--- config.mk ---
export PLATFORM = sky130hd
export DESIGN_NAME = useq_stack
export DESIGN_NICKNAME = d
export VERILOG_FILES = /design/src/core/useq_stack_pkg.sv /design/src/core/useq_stack.sv
export SDC_FILE = /design/constraint.sdc
export NUM_CORES = 2
export LEC_CHECK = 0
export BUFFER_PORTS_ARGS = -buffer_cell sky130_fd_sc_hd__buf_2
export CAP_MARGIN = 10
export CORE_ASPECT_RATIO = 0.8
export CORE_MARGIN = 5
export CORE_UTILIZATION = 50
export DETAILED_ROUTE_END_ITERATION = 7
export GPL_TIMING_DRIVEN = 1
export MAX_ROUTING_LAYER = met4
export PLACE_DENSITY = 0.63
export SYNTH_ARGS = -nofsm -noshare
export SYNTH_HDL_FRONTEND = slang
export SYNTH_SLANG_ARGS = --single-unit
--- constraint.sdc ---
create_clock -name clk_i -period 5.1 [get_ports clk_i]
set_input_delay 1.02 -clock clk_i [delete_from_list [all_inputs] [get_ports clk_i]]
set_output_delay 1.02 -clock clk_i [all_outputs]
set_load 0.03 [all_outputs]
--- src/core/useq_stack_pkg.sv ---
// Constants and encodings for the microsequencer call/return stack block
package useq_stack_pkg;
    localparam int ADDR_W = 16;
    localparam int STACK_DEPTH = 64;
    localparam int PTR_W = 7;
    localparam int IDX_W = 6;
    localparam int NIB_W = 4;
    localparam int LINK_BIT = 1;

    // Stack operation codes
    localparam logic [2:0] OP_RESET = 3'h0;
    localparam logic [2:0] OP_CLEAR = 3'h1;
    localparam logic [2:0] OP_POP_ALT = 3'h2;
    localparam logic [2:0] OP_POP_MAIN = 3'h3;
    localparam logic [2:0] OP_PUSH_ALT = 3'h4;
    localparam logic [2:0] OP_PUSH_MAIN = 3'h5;
    localparam logic [2:0] OP_PUSH_BOTH = 3'h6;
    localparam logic [2:0] OP_HOLD = 3'h7;

    // Address sources
    typedef enum logic [2:0] {
        SRC_STACK = 3'b000,
        SRC_A = 3'b001,
        SRC_B = 3'b010,
        SRC_A16 = 3'b011,
        SRC_B16 = 3'b100,
        SRC_CONT = 3'b101
    } src_e;

    // Register map, byte addresses
    localparam logic [3:0] REG_CTRL = 4'h0;
    localparam logic [3:0] REG_STATUS = 4'h4;
    localparam int WB_ADDR_W = 4;
    localparam logic [6:0] CTRL_RESET = 7'h00;
    localparam int ST_SP_LSB = 0;
    localparam int ST_RP_LSB = 8;
    localparam int ST_OVF_BIT = 16;
    localparam int ST_UNF_BIT = 17;
    localparam int ST_RD_BIT = 18;
    localparam logic [ADDR_W-1:0] ADDR_ZERO = 16'h0000;
    localparam logic [ADDR_W-1:0] ADDR_ONE = 16'h0001;
    localparam logic [PTR_W-1:0] PTR_ONE = 7'h01;
    localparam logic [PTR_W-1:0] PTR_FULL = 7'h40;
endpackage : useq_stack_pkg

--- src/core/useq_stack.sv ---
// Microsequencer next-address selection, call/return stack and read mode
//
// Functional notes
// - Op HLH without decrement: push and call only on low condition path.
// - Op HHL pushes on both paths; low calls target, high calls alternate.
// - Call ops with decrement, zero high: take the zero-path alternate.
// - Source HLH selects 16-way A-prime low, B-prime high.
// - Push depends on condition and zero; call completes in one cycle.
// - Op LHH, no decrement: low returns from stack and pops.
// - Op LHH with decrement and zero high: continue or branch A/B.
// - Op all low clears both pointers and drives next address zero.
// - Op LLH with low condition clears pointers, address unaffected.
// - Op all high with output select high enters read mode.
// - Read mode: each edge presents entry at read pointer, then decrements it unless it is zero.
// - Warning output high on read while stack holds one word.
// - Read leaves stack pointer and contents unchanged.
// - Push and pop keep read pointer equal to stack pointer.
// - Interrupt accepted during any instruction, pushes and pops included.
// - Source 110, op 111, select 0: continue with no stack action.
// - Source 110, op 010: continue and pop.
// - Source 110, op 100: continue and push counter.
// - Source 000, op 111, condition high: branch to A port.
// - Continue advances with increment high, repeats when it was low.
// - 16-way target is data upper twelve bits with status nibble.
//
// Chosen here: the Wishbone slave port and the address map.
`timescale 1ns/1ns
module useq_stack
    import useq_stack_pkg::*;
(
    input wire logic clk_i,
    input wire logic rst_i,
    input wire logic [2:0] next_source_select_i,
    input wire logic [2:0] stack_op_code_i,
    input wire logic output_select_flag_i,
    input wire logic cond_code_n_i,
    input wire logic counter_dec_i,
    input wire logic counter_zero_i,
    input wire logic inc_ctrl_i,
    input wire logic int_link_n_i,
    input wire logic [NIB_W-1:0] status_nibble_in_i,
    input wire logic [ADDR_W-1:0] data_port_a_i,
    output logic [ADDR_W-1:0] data_port_a_o,
    output logic data_port_a_oe_o,
    input wire logic [ADDR_W-1:0] data_port_b_i,
    input wire logic addr_out_enable_n_i,
    input wire logic [ADDR_W-1:0] next_addr_i,
    output logic [ADDR_W-1:0] next_addr_o,
    output logic next_addr_oe_o,
    output logic stack_warn_read_err_o,
    input wire logic cyc_i,
    input wire logic stb_i,
    input wire logic we_i,
    input wire logic [WB_ADDR_W-1:0] adr_i,
    input wire logic [3:0] sel_i,
    input wire logic [31:0] dat_i,
    output logic [31:0] dat_o,
    output logic ack_o
);

    ////////////////////////////////////////////////////////////////////////
    // State
    logic [ADDR_W-1:0] stack_mem [STACK_DEPTH];
    logic [PTR_W-1:0] sp_q;
    logic [PTR_W-1:0] rp_q;
    logic [ADDR_W-1:0] mpc_q;
    logic [ADDR_W-1:0] int_ret_q;
    logic oe_n_prev_q;
    logic [ADDR_W-1:0] rd_data_q;
    logic rd_oe_q;
    logic [6:0] warn_level_q;
    logic ovf_q;
    logic unf_q;
    logic rd_err_q;
    logic ack_q;
    logic [31:0] rdat_q;

    ////////////////////////////////////////////////////////////////////////
    // Path and target selection
    wire logic main_path = ~cond_code_n_i & ~(counter_dec_i & counter_zero_i);
    wire logic zero_path = ~cond_code_n_i & counter_dec_i & counter_zero_i;
    wire logic hi_path = cond_code_n_i;
    wire logic [IDX_W-1:0] top_idx = IDX_W'(sp_q - PTR_ONE);
    wire logic [IDX_W-1:0] rd_idx = IDX_W'(rp_q - PTR_ONE);
    wire logic [ADDR_W-1:0] top_val = stack_mem[top_idx];
    wire logic [ADDR_W-1:0] a16 = {data_port_a_i[ADDR_W-1:NIB_W],
                                   status_nibble_in_i};
    wire logic [ADDR_W-1:0] b16 = {data_port_b_i[ADDR_W-1:NIB_W],
                                   status_nibble_in_i};
    src_e main_src;
    src_e hi_src;
    src_e zero_src;
    src_e act_src;
    logic [ADDR_W-1:0] target;

    always_comb begin
        main_src = SRC_STACK;
        hi_src = SRC_CONT;
        zero_src = SRC_CONT;
        case (next_source_select_i)
            3'h0: begin
                hi_src = SRC_A;
            end
            3'h1: begin
                hi_src = SRC_B;
            end
            3'h2: begin
                zero_src = SRC_A;
            end
            3'h3: begin
                zero_src = SRC_B;
            end
            3'h4: begin
                main_src = SRC_A;
                hi_src = SRC_B;
            end
            3'h5: begin
                main_src = SRC_A16;
                hi_src = SRC_B16;
            end
            3'h6: begin
                main_src = SRC_A;
                zero_src = SRC_STACK;
            end
            3'h7: begin
                main_src = SRC_B;
                zero_src = SRC_STACK;
            end
            default: begin
                main_src = SRC_STACK;
            end
        endcase
    end

    assign act_src = hi_path ? hi_src : (zero_path ? zero_src : main_src);

    // Continue source is the counter register, advanced or held per cycle
    always_comb begin
        case (act_src)
            SRC_STACK: target = top_val;
            SRC_A: target = data_port_a_i;
            SRC_B: target = data_port_b_i;
            SRC_A16: target = a16;
            SRC_B16: target = b16;
            SRC_CONT: target = mpc_q;
            default: target = ADDR_ZERO;
        endcase
    end

    ////////////////////////////////////////////////////////////////////////
    // Stack operation decode
    wire logic op_reset = stack_op_code_i == OP_RESET;
    wire logic do_clear = op_reset |
        (stack_op_code_i == OP_CLEAR & main_path);
    wire logic do_push = (stack_op_code_i == OP_PUSH_BOTH) |
        (stack_op_code_i == OP_PUSH_ALT & ~main_path) |
        (stack_op_code_i == OP_PUSH_MAIN & main_path);
    wire logic do_pop = (stack_op_code_i == OP_POP_ALT & ~main_path) |
        (stack_op_code_i == OP_POP_MAIN & main_path);
    wire logic read_mode = (stack_op_code_i == OP_HOLD) &
        output_select_flag_i;
    wire logic full = sp_q == PTR_FULL;
    wire logic empty = sp_q == '0;
    wire logic push_ok = do_push & ~full & ~do_clear;
    wire logic pop_ok = do_pop & ~empty & ~do_clear;
    // Handler's first push stores the interrupt return linkage
    wire logic link_sel = ~int_link_n_i & ~status_nibble_in_i[LINK_BIT];
    wire logic [ADDR_W-1:0] push_val = link_sel ? int_ret_q : mpc_q;

    ////////////////////////////////////////////////////////////////////////
    // Next address bus; the controller may override it for an interrupt
    assign next_addr_o = op_reset ? ADDR_ZERO : target;
    assign next_addr_oe_o = ~addr_out_enable_n_i;
    wire logic [ADDR_W-1:0] y_eff =
        addr_out_enable_n_i ? next_addr_i : next_addr_o;
    wire logic [ADDR_W-1:0] mpc_d =
        inc_ctrl_i ? ADDR_W'(y_eff + ADDR_ONE) : y_eff;
    wire logic warn_hit = (warn_level_q != '0) & (sp_q >= warn_level_q);
    assign stack_warn_read_err_o = (read_mode & sp_q == PTR_ONE) |
        warn_hit;
    assign data_port_a_o = rd_data_q;
    assign data_port_a_oe_o = rd_oe_q;

    always_ff @(posedge clk_i) begin
        mpc_q <= rst_i ? ADDR_ZERO : mpc_d;
        oe_n_prev_q <= rst_i ? 1'b0 : addr_out_enable_n_i;
    end

    // Return point is the address the sequencer had chosen when overridden
    always_ff @(posedge clk_i) begin
        if (rst_i) begin
            int_ret_q <= ADDR_ZERO;
        end else if (addr_out_enable_n_i & ~oe_n_prev_q) begin
            int_ret_q <= next_addr_o;
        end
    end

    ////////////////////////////////////////////////////////////////////////
    // Stack and pointers
    always_ff @(posedge clk_i) begin
        if (push_ok) begin
            stack_mem[IDX_W'(sp_q)] <= push_val;
        end
    end

    always_ff @(posedge clk_i) begin
        if (rst_i | do_clear) begin
            sp_q <= '0;
        end else if (push_ok) begin
            sp_q <= sp_q + PTR_ONE;
        end else if (pop_ok) begin
            sp_q <= sp_q - PTR_ONE;
        end
    end

    // Read pointer follows the stack pointer except while reading
    always_ff @(posedge clk_i) begin
        if (rst_i | do_clear) begin
            rp_q <= '0;
        end else if (push_ok) begin
            rp_q <= sp_q + PTR_ONE;
        end else if (pop_ok) begin
            rp_q <= sp_q - PTR_ONE;
        end else if (read_mode & rp_q != '0) begin
            rp_q <= rp_q - PTR_ONE;
        end
    end

    always_ff @(posedge clk_i) begin
        if (rst_i) begin
            rd_data_q <= ADDR_ZERO;
            rd_oe_q <= 1'b0;
        end else begin
            rd_oe_q <= read_mode;
            if (read_mode) begin
                rd_data_q <= stack_mem[rd_idx];
            end
        end
    end

    ////////////////////////////////////////////////////////////////////////
    // Wishbone slave: one wait state, unmapped reads return zero
    wire logic wb_req = cyc_i & stb_i & ~ack_q;
    wire logic hit_ctrl = adr_i == REG_CTRL;
    wire logic hit_status = adr_i == REG_STATUS;
    wire logic wr_ctrl = wb_req & we_i & hit_ctrl & sel_i[0];
    wire logic wr_status = wb_req & we_i & hit_status & sel_i[2];
    wire logic [31:0] status_word = (32'(sp_q) << ST_SP_LSB) |
        (32'(rp_q) << ST_RP_LSB) | (32'(ovf_q) << ST_OVF_BIT) |
        (32'(unf_q) << ST_UNF_BIT) | (32'(rd_err_q) << ST_RD_BIT);
    wire logic [31:0] rd_mux = hit_ctrl ? 32'(warn_level_q) :
        (hit_status ? status_word : 32'h00000000);
    assign ack_o = ack_q;
    assign dat_o = rdat_q;

    always_ff @(posedge clk_i) begin
        ack_q <= rst_i ? 1'b0 : wb_req;
        rdat_q <= rst_i ? 32'h00000000 : rd_mux;
        if (rst_i) begin
            warn_level_q <= CTRL_RESET;
        end else if (wr_ctrl) begin
            warn_level_q <= dat_i[6:0];
        end
    end

    // Sticky errors: a new event wins over a write-one clear
    always_ff @(posedge clk_i) begin
        if (rst_i) begin
            ovf_q <= 1'b0;
            unf_q <= 1'b0;
            rd_err_q <= 1'b0;
        end else begin
            ovf_q <= (do_push & full & ~do_clear) |
                (ovf_q & ~(wr_status & dat_i[ST_OVF_BIT]));
            unf_q <= (do_pop & empty & ~do_clear) |
                (unf_q & ~(wr_status & dat_i[ST_UNF_BIT]));
            rd_err_q <= (read_mode & sp_q == PTR_ONE) |
                (rd_err_q & ~(wr_status & dat_i[ST_RD_BIT]));
        end
    end
endmodule : useq_stack

==> impl_summary.txt <==
----------------------------------------------------
[Status]
  Run status ... completed

[Drt]
  Detailed-route via count ... 32,834
  Aggregate routed wire length ... 176,500 um
  Antenna Violating Nets Remaining ... 0
  Iteration count of the initial detailed-routing pass ... 8
  Number of design rule violations left after detail routing ... 0
  Average routed wire per standard cell ... 37.27 um
  DRC marker count from the first detailed-route iteration ... 4,985
  Per-cell via count in the routed design ... 6.931

[Pwr]
  Worst IR Drop VDD ... 299.9 uV
  Proportion of total power due to net switching ... 31.38%
  Comb pwr share ... 28.1%
  Clk network pwr share ... 31.8%
  Leak ... 19.87 nW
  Areal power density over the cells ... 420.7 mW/mm^2
  Sequential power share ... 40.1%
  Net switching power of the design ... 8.076 mW
  Cell internal power dissipation ... 17.66 mW

[Timing]
  Worst relative slew slack ... 9.249%
  Highest Clock Rate ... 197.0 MHz
  Setup repair after global routing missed its margin ... no
  Least-Margin Pin Slew ... 1.361 ns
  Total of endpoints with negative setup slack in the final report ... 0
  Final max-slew violation count ... 0
  Hold WS ... 0.4464 ns
  Hold violation count in the final report ... 0
  Final period utilization ... 99.55%
  Worst clock skew ... 0.03688 ns
  Period minus WS final ... 5.077 ns

[Synthesis]
  Number of library cell types mapped by synthesis ... 99
  Largest cells by area after synthesis ... sky130_fd_sc_hd__edfxtp_1, sky130_fd_sc_hd__mux4_2, sky130_fd_sc_hd__dfxtp_1
  Synthesis warning total ... 0
  Area share of the largest cell type after synthesis ... 57.57%
  Library cell with the largest summed area after synthesis ... sky130_fd_sc_hd__edfxtp_1
  Syn_area_per_cell ... 18.18 um^2
  Dominant synthesized flop cell ... sky130_fd_sc_hd__edfxtp_1
  Leading cell type by number of instances after synthesis ... sky130_fd_sc_hd__edfxtp_1
  Share of synthesized area occupied by flip-flops and latches ... 61.02%
  Area of the mapped netlist ... 0.05341 mm^2
  EDFF count, synth ... 1,024
  Number of synthesized register bits ... 1,116
  Async set-reset flop share out of synthesis ... 0%
  Gate count of the mapped netlist ... 2,938
  Most numerous cell types in the synthesized netlist ... sky130_fd_sc_hd__edfxtp_1, sky130_fd_sc_hd__mux4_2, sky130_fd_sc_hd__nand2_1

[Worst setup path]
  Library cell appearing most often on the critical path ... sky130_fd_sc_hd__buf_4
  Setup slack of the most critical reg-to-reg path ... 0.51 ns
  Arr. time, crit path ... 4.06 ns
  Critical Path, Cell by Cell ... inv_1 -> ha_4 -> xnor2_4 -> buf_12 -> buf_4 -> nand2_1 -> nand4_1 -> nand4_1 -> a221oi_2 -> buf_4 -> nor2b_1 -> nor2_2 -> buf_4
  Kind of end point of the critical path ... primary output
  Reg2reg start ... sp_q[0]$_SDFFE_PP0P_
  CP Data Required Time ... 4.08 ns
  WS Path Type ... flop to primary output
  Critical R2R Capture ... mpc_q[14]$_SDFF_PP0_
  Sort of element at the start of the critical path ... flop
  Cell with the biggest individual delay on the critical path ... sky130_fd_sc_hd__a221oi_2
  Critical Path Max Stage Delay ... 0.52 ns
  R2R depth ... 19
  Critical Path Fanout Max ... 10

[Worst hold path]
  WHS Path Cells ... 1
  Min-Delay Startpoint ... ack_o$_SDFF_PP0_
  Hold EP ... ack_o$_SDFF_PP0_
  Type of the tightest min-delay check ... flop to flop

[Cells and area]
  Number of nets in the final layout ... 3,344
  Design area ... 0.06117 mm^2
  Layout Area Growth over Synthesis ... 14.53%
  Number of non-filler instances in the completed layout ... 4,737
  Layout cell share with drive strength beyond 1 ... 38.27%

[CTS]
  Cts bufs inserted ... 109
  TritonCTS clock tree ... built
  Number of hold-repair buffers added at the cts stage ... 0
  Source-to-sink clock delay at the later pin of the worst-skew pair ... 0.73 ns
  Worst-path clk slew ... 0.06 ns
  Maximum buffer depth of the clock tree ... 3
  H-tree depth ... 3
  Sinks on the clock net ... 1,116
  Clock Tree Root ... sky130_fd_sc_hd__clkbuf_16

[Floorplan]
  Floorplan die area ... 0.1135 mm^2
  Die height ... 302.3 um
  Io pins ... 178
  Rows ... 107
  Core area ... 0.1063 mm^2
  Horizontal die dimension ... 375.4 um
  Initial cell density of the core ... 50.25%

[Global route]
  Vias in the first global route ... 32,351
  Wire length of the first global-routing pass ... 245,100 um
  Overall global routing resource usage ... 31.78%
  Overflow left after global routing ... 0
  Maximum number of pins on one net before global-route repair ... 84
  Antenna violations before repair ... 13

[Flow run]
  Number of maximum-capacitance constraint violations ... 0

[Placement]
  Sum of net half-perimeters after detailed placement ... 109,700 um
  Port Buf Inserts ... 138
  Placed Instances ... 4,490
  Placed Area ... 0.05675 mm^2
  Gpl congestion ... 0.9317

----------------------------------------------------
logic make-up after synthesis:
kind of cell    after synthesis  share of synthesized area (%)
flops                      1116                          61.02
mux                         710                          27.11
simple gates                584                          5.100
buf+inv                     260                          2.781
compound gates              227                          3.186
xor+xnor                     28                         0.5224
fa+ha+maj                    12                         0.2811
other cells                   1                       0.007021
cell usage in the layout, fill, tap and decap left out, types with 23 or more instances in the layout:
master	count
sky130_fd_sc_hd__edfxtp_1	1024
sky130_fd_sc_hd__mux4_2	552
sky130_fd_sc_hd__nand2_1	225
sky130_fd_sc_hd__buf_4	207
sky130_fd_sc_hd__buf_2	136
sky130_fd_sc_hd__clkbuf_16	113
sky130_fd_sc_hd__mux2i_1	95
sky130_fd_sc_hd__nor2_1	94
sky130_fd_sc_hd__dfxtp_1	88
sky130_fd_sc_hd__nor2_2	70
sky130_fd_sc_hd__a21oi_1	49
sky130_fd_sc_hd__nand4_1	41
sky130_fd_sc_hd__nand3_1	41
sky130_fd_sc_hd__mux2_2	34
sky130_fd_sc_hd__buf_12	31
sky130_fd_sc_hd__clkinv_1	27
sky130_fd_sc_hd__mux4_1	26
sky130_fd_sc_hd__o21ai_0	25
sky130_fd_sc_hd__nor3_1	23
metal layers:
metal	global-route usage [%]	part of all wire, %	wire length [um]
met1	42.97	37	66200
met2	46.13	45	78790
met3	10.12	13	23800
met4	11.03	4.4	7745
met5	-	0	0
sequential cells by signal (all words and copies together), names as in the netlist:
register          cells
rd_err_q              1
data_port_a_oe_o      1
stack_mem          1024
mpc_q                16
unf_q                 1
sp_q                  7
int_ret_q            16
ack_o                 1
dat_o                17
data_port_a_o        16
oe_n_prev_q           1
warn_level_q          7
ovf_q                 1
rp_q                  7
power by group through the flow:
stage	registers, mW	clock network (mW)	logic (mW)
final	10.3	8.17	7.23
after global routing	10.3	8.65	7.41
after CTS	10.3	8.26	7.00
after detailed placement	10.5	0	6.67
after global placement	10.5	0	6.63
after floorplan	10.5	0	3.88
worst max-delay path: cells and delay by family (launching register included):
kind,cells,cell delay [ns]
AO/OA/AOI/OAI,1,0.52
XOR/XNOR,1,0.30
adder cells (fa/ha/maj),1,0.24
buffers and inverters,5,0.91
flip-flops,1,0.41
AND/OR/NAND/NOR,5,0.94
repair_timing:
action / in CTS / in global routing
setup endpoints to repair: 16 / 15
resized for setup: 45 / 11
buffers inserted: 26 / 2
gates cloned: 6 / 2
pin swaps: 7 / 5
stage by stage:
step                      power (mW)  utilization (%)    TNS [ns]  setup slack (ns)
after floorplan                14.38                -           0           0.07476
after global placement         17.16            53.39           0           0.06261
after detailed placement       17.20            53.39           0           0.09185
after CTS                      25.59            57.39  -0.0002407        -0.0002407
after global routing           26.39            57.55           0          0.002889
final                          25.73            57.55           0           0.02270
how the worst max path moves through the flow:
stage / from / to / depth (start not counted)
2_1_floorplan: sp_q[0]$_SDFFE_PP0P_ / next_addr_o[13] / 19
3_3_place_gp: sp_q[0]$_SDFFE_PP0P_ / next_addr_o[2] / 11
3_5_place_dp: sp_q[0]$_SDFFE_PP0P_ / next_addr_o[2] / 11
4_1_cts: sp_q[1]$_SDFFE_PP0P_ / next_addr_o[13] / 12
5_1_grt: sp_q[0]$_SDFFE_PP0P_ / next_addr_o[11] / 11
6_report: sp_q[0]$_SDFFE_PP0P_ / next_addr_o[8] / 13
cell type report:
class / count / area [um^2]
inverter: 24 / 95.09
multi-input combinational: 1577 / 19810
tap: 1417 / 1773
sequential: 1116 / 32600
timing repair buffer: 394 / 3291
clock buffer: 134 / 2884
antenna: 7 / 17.52
clock inverter: 68 / 696.9
fill: 7948 / 45130
(Power assumes the default switching activity.)
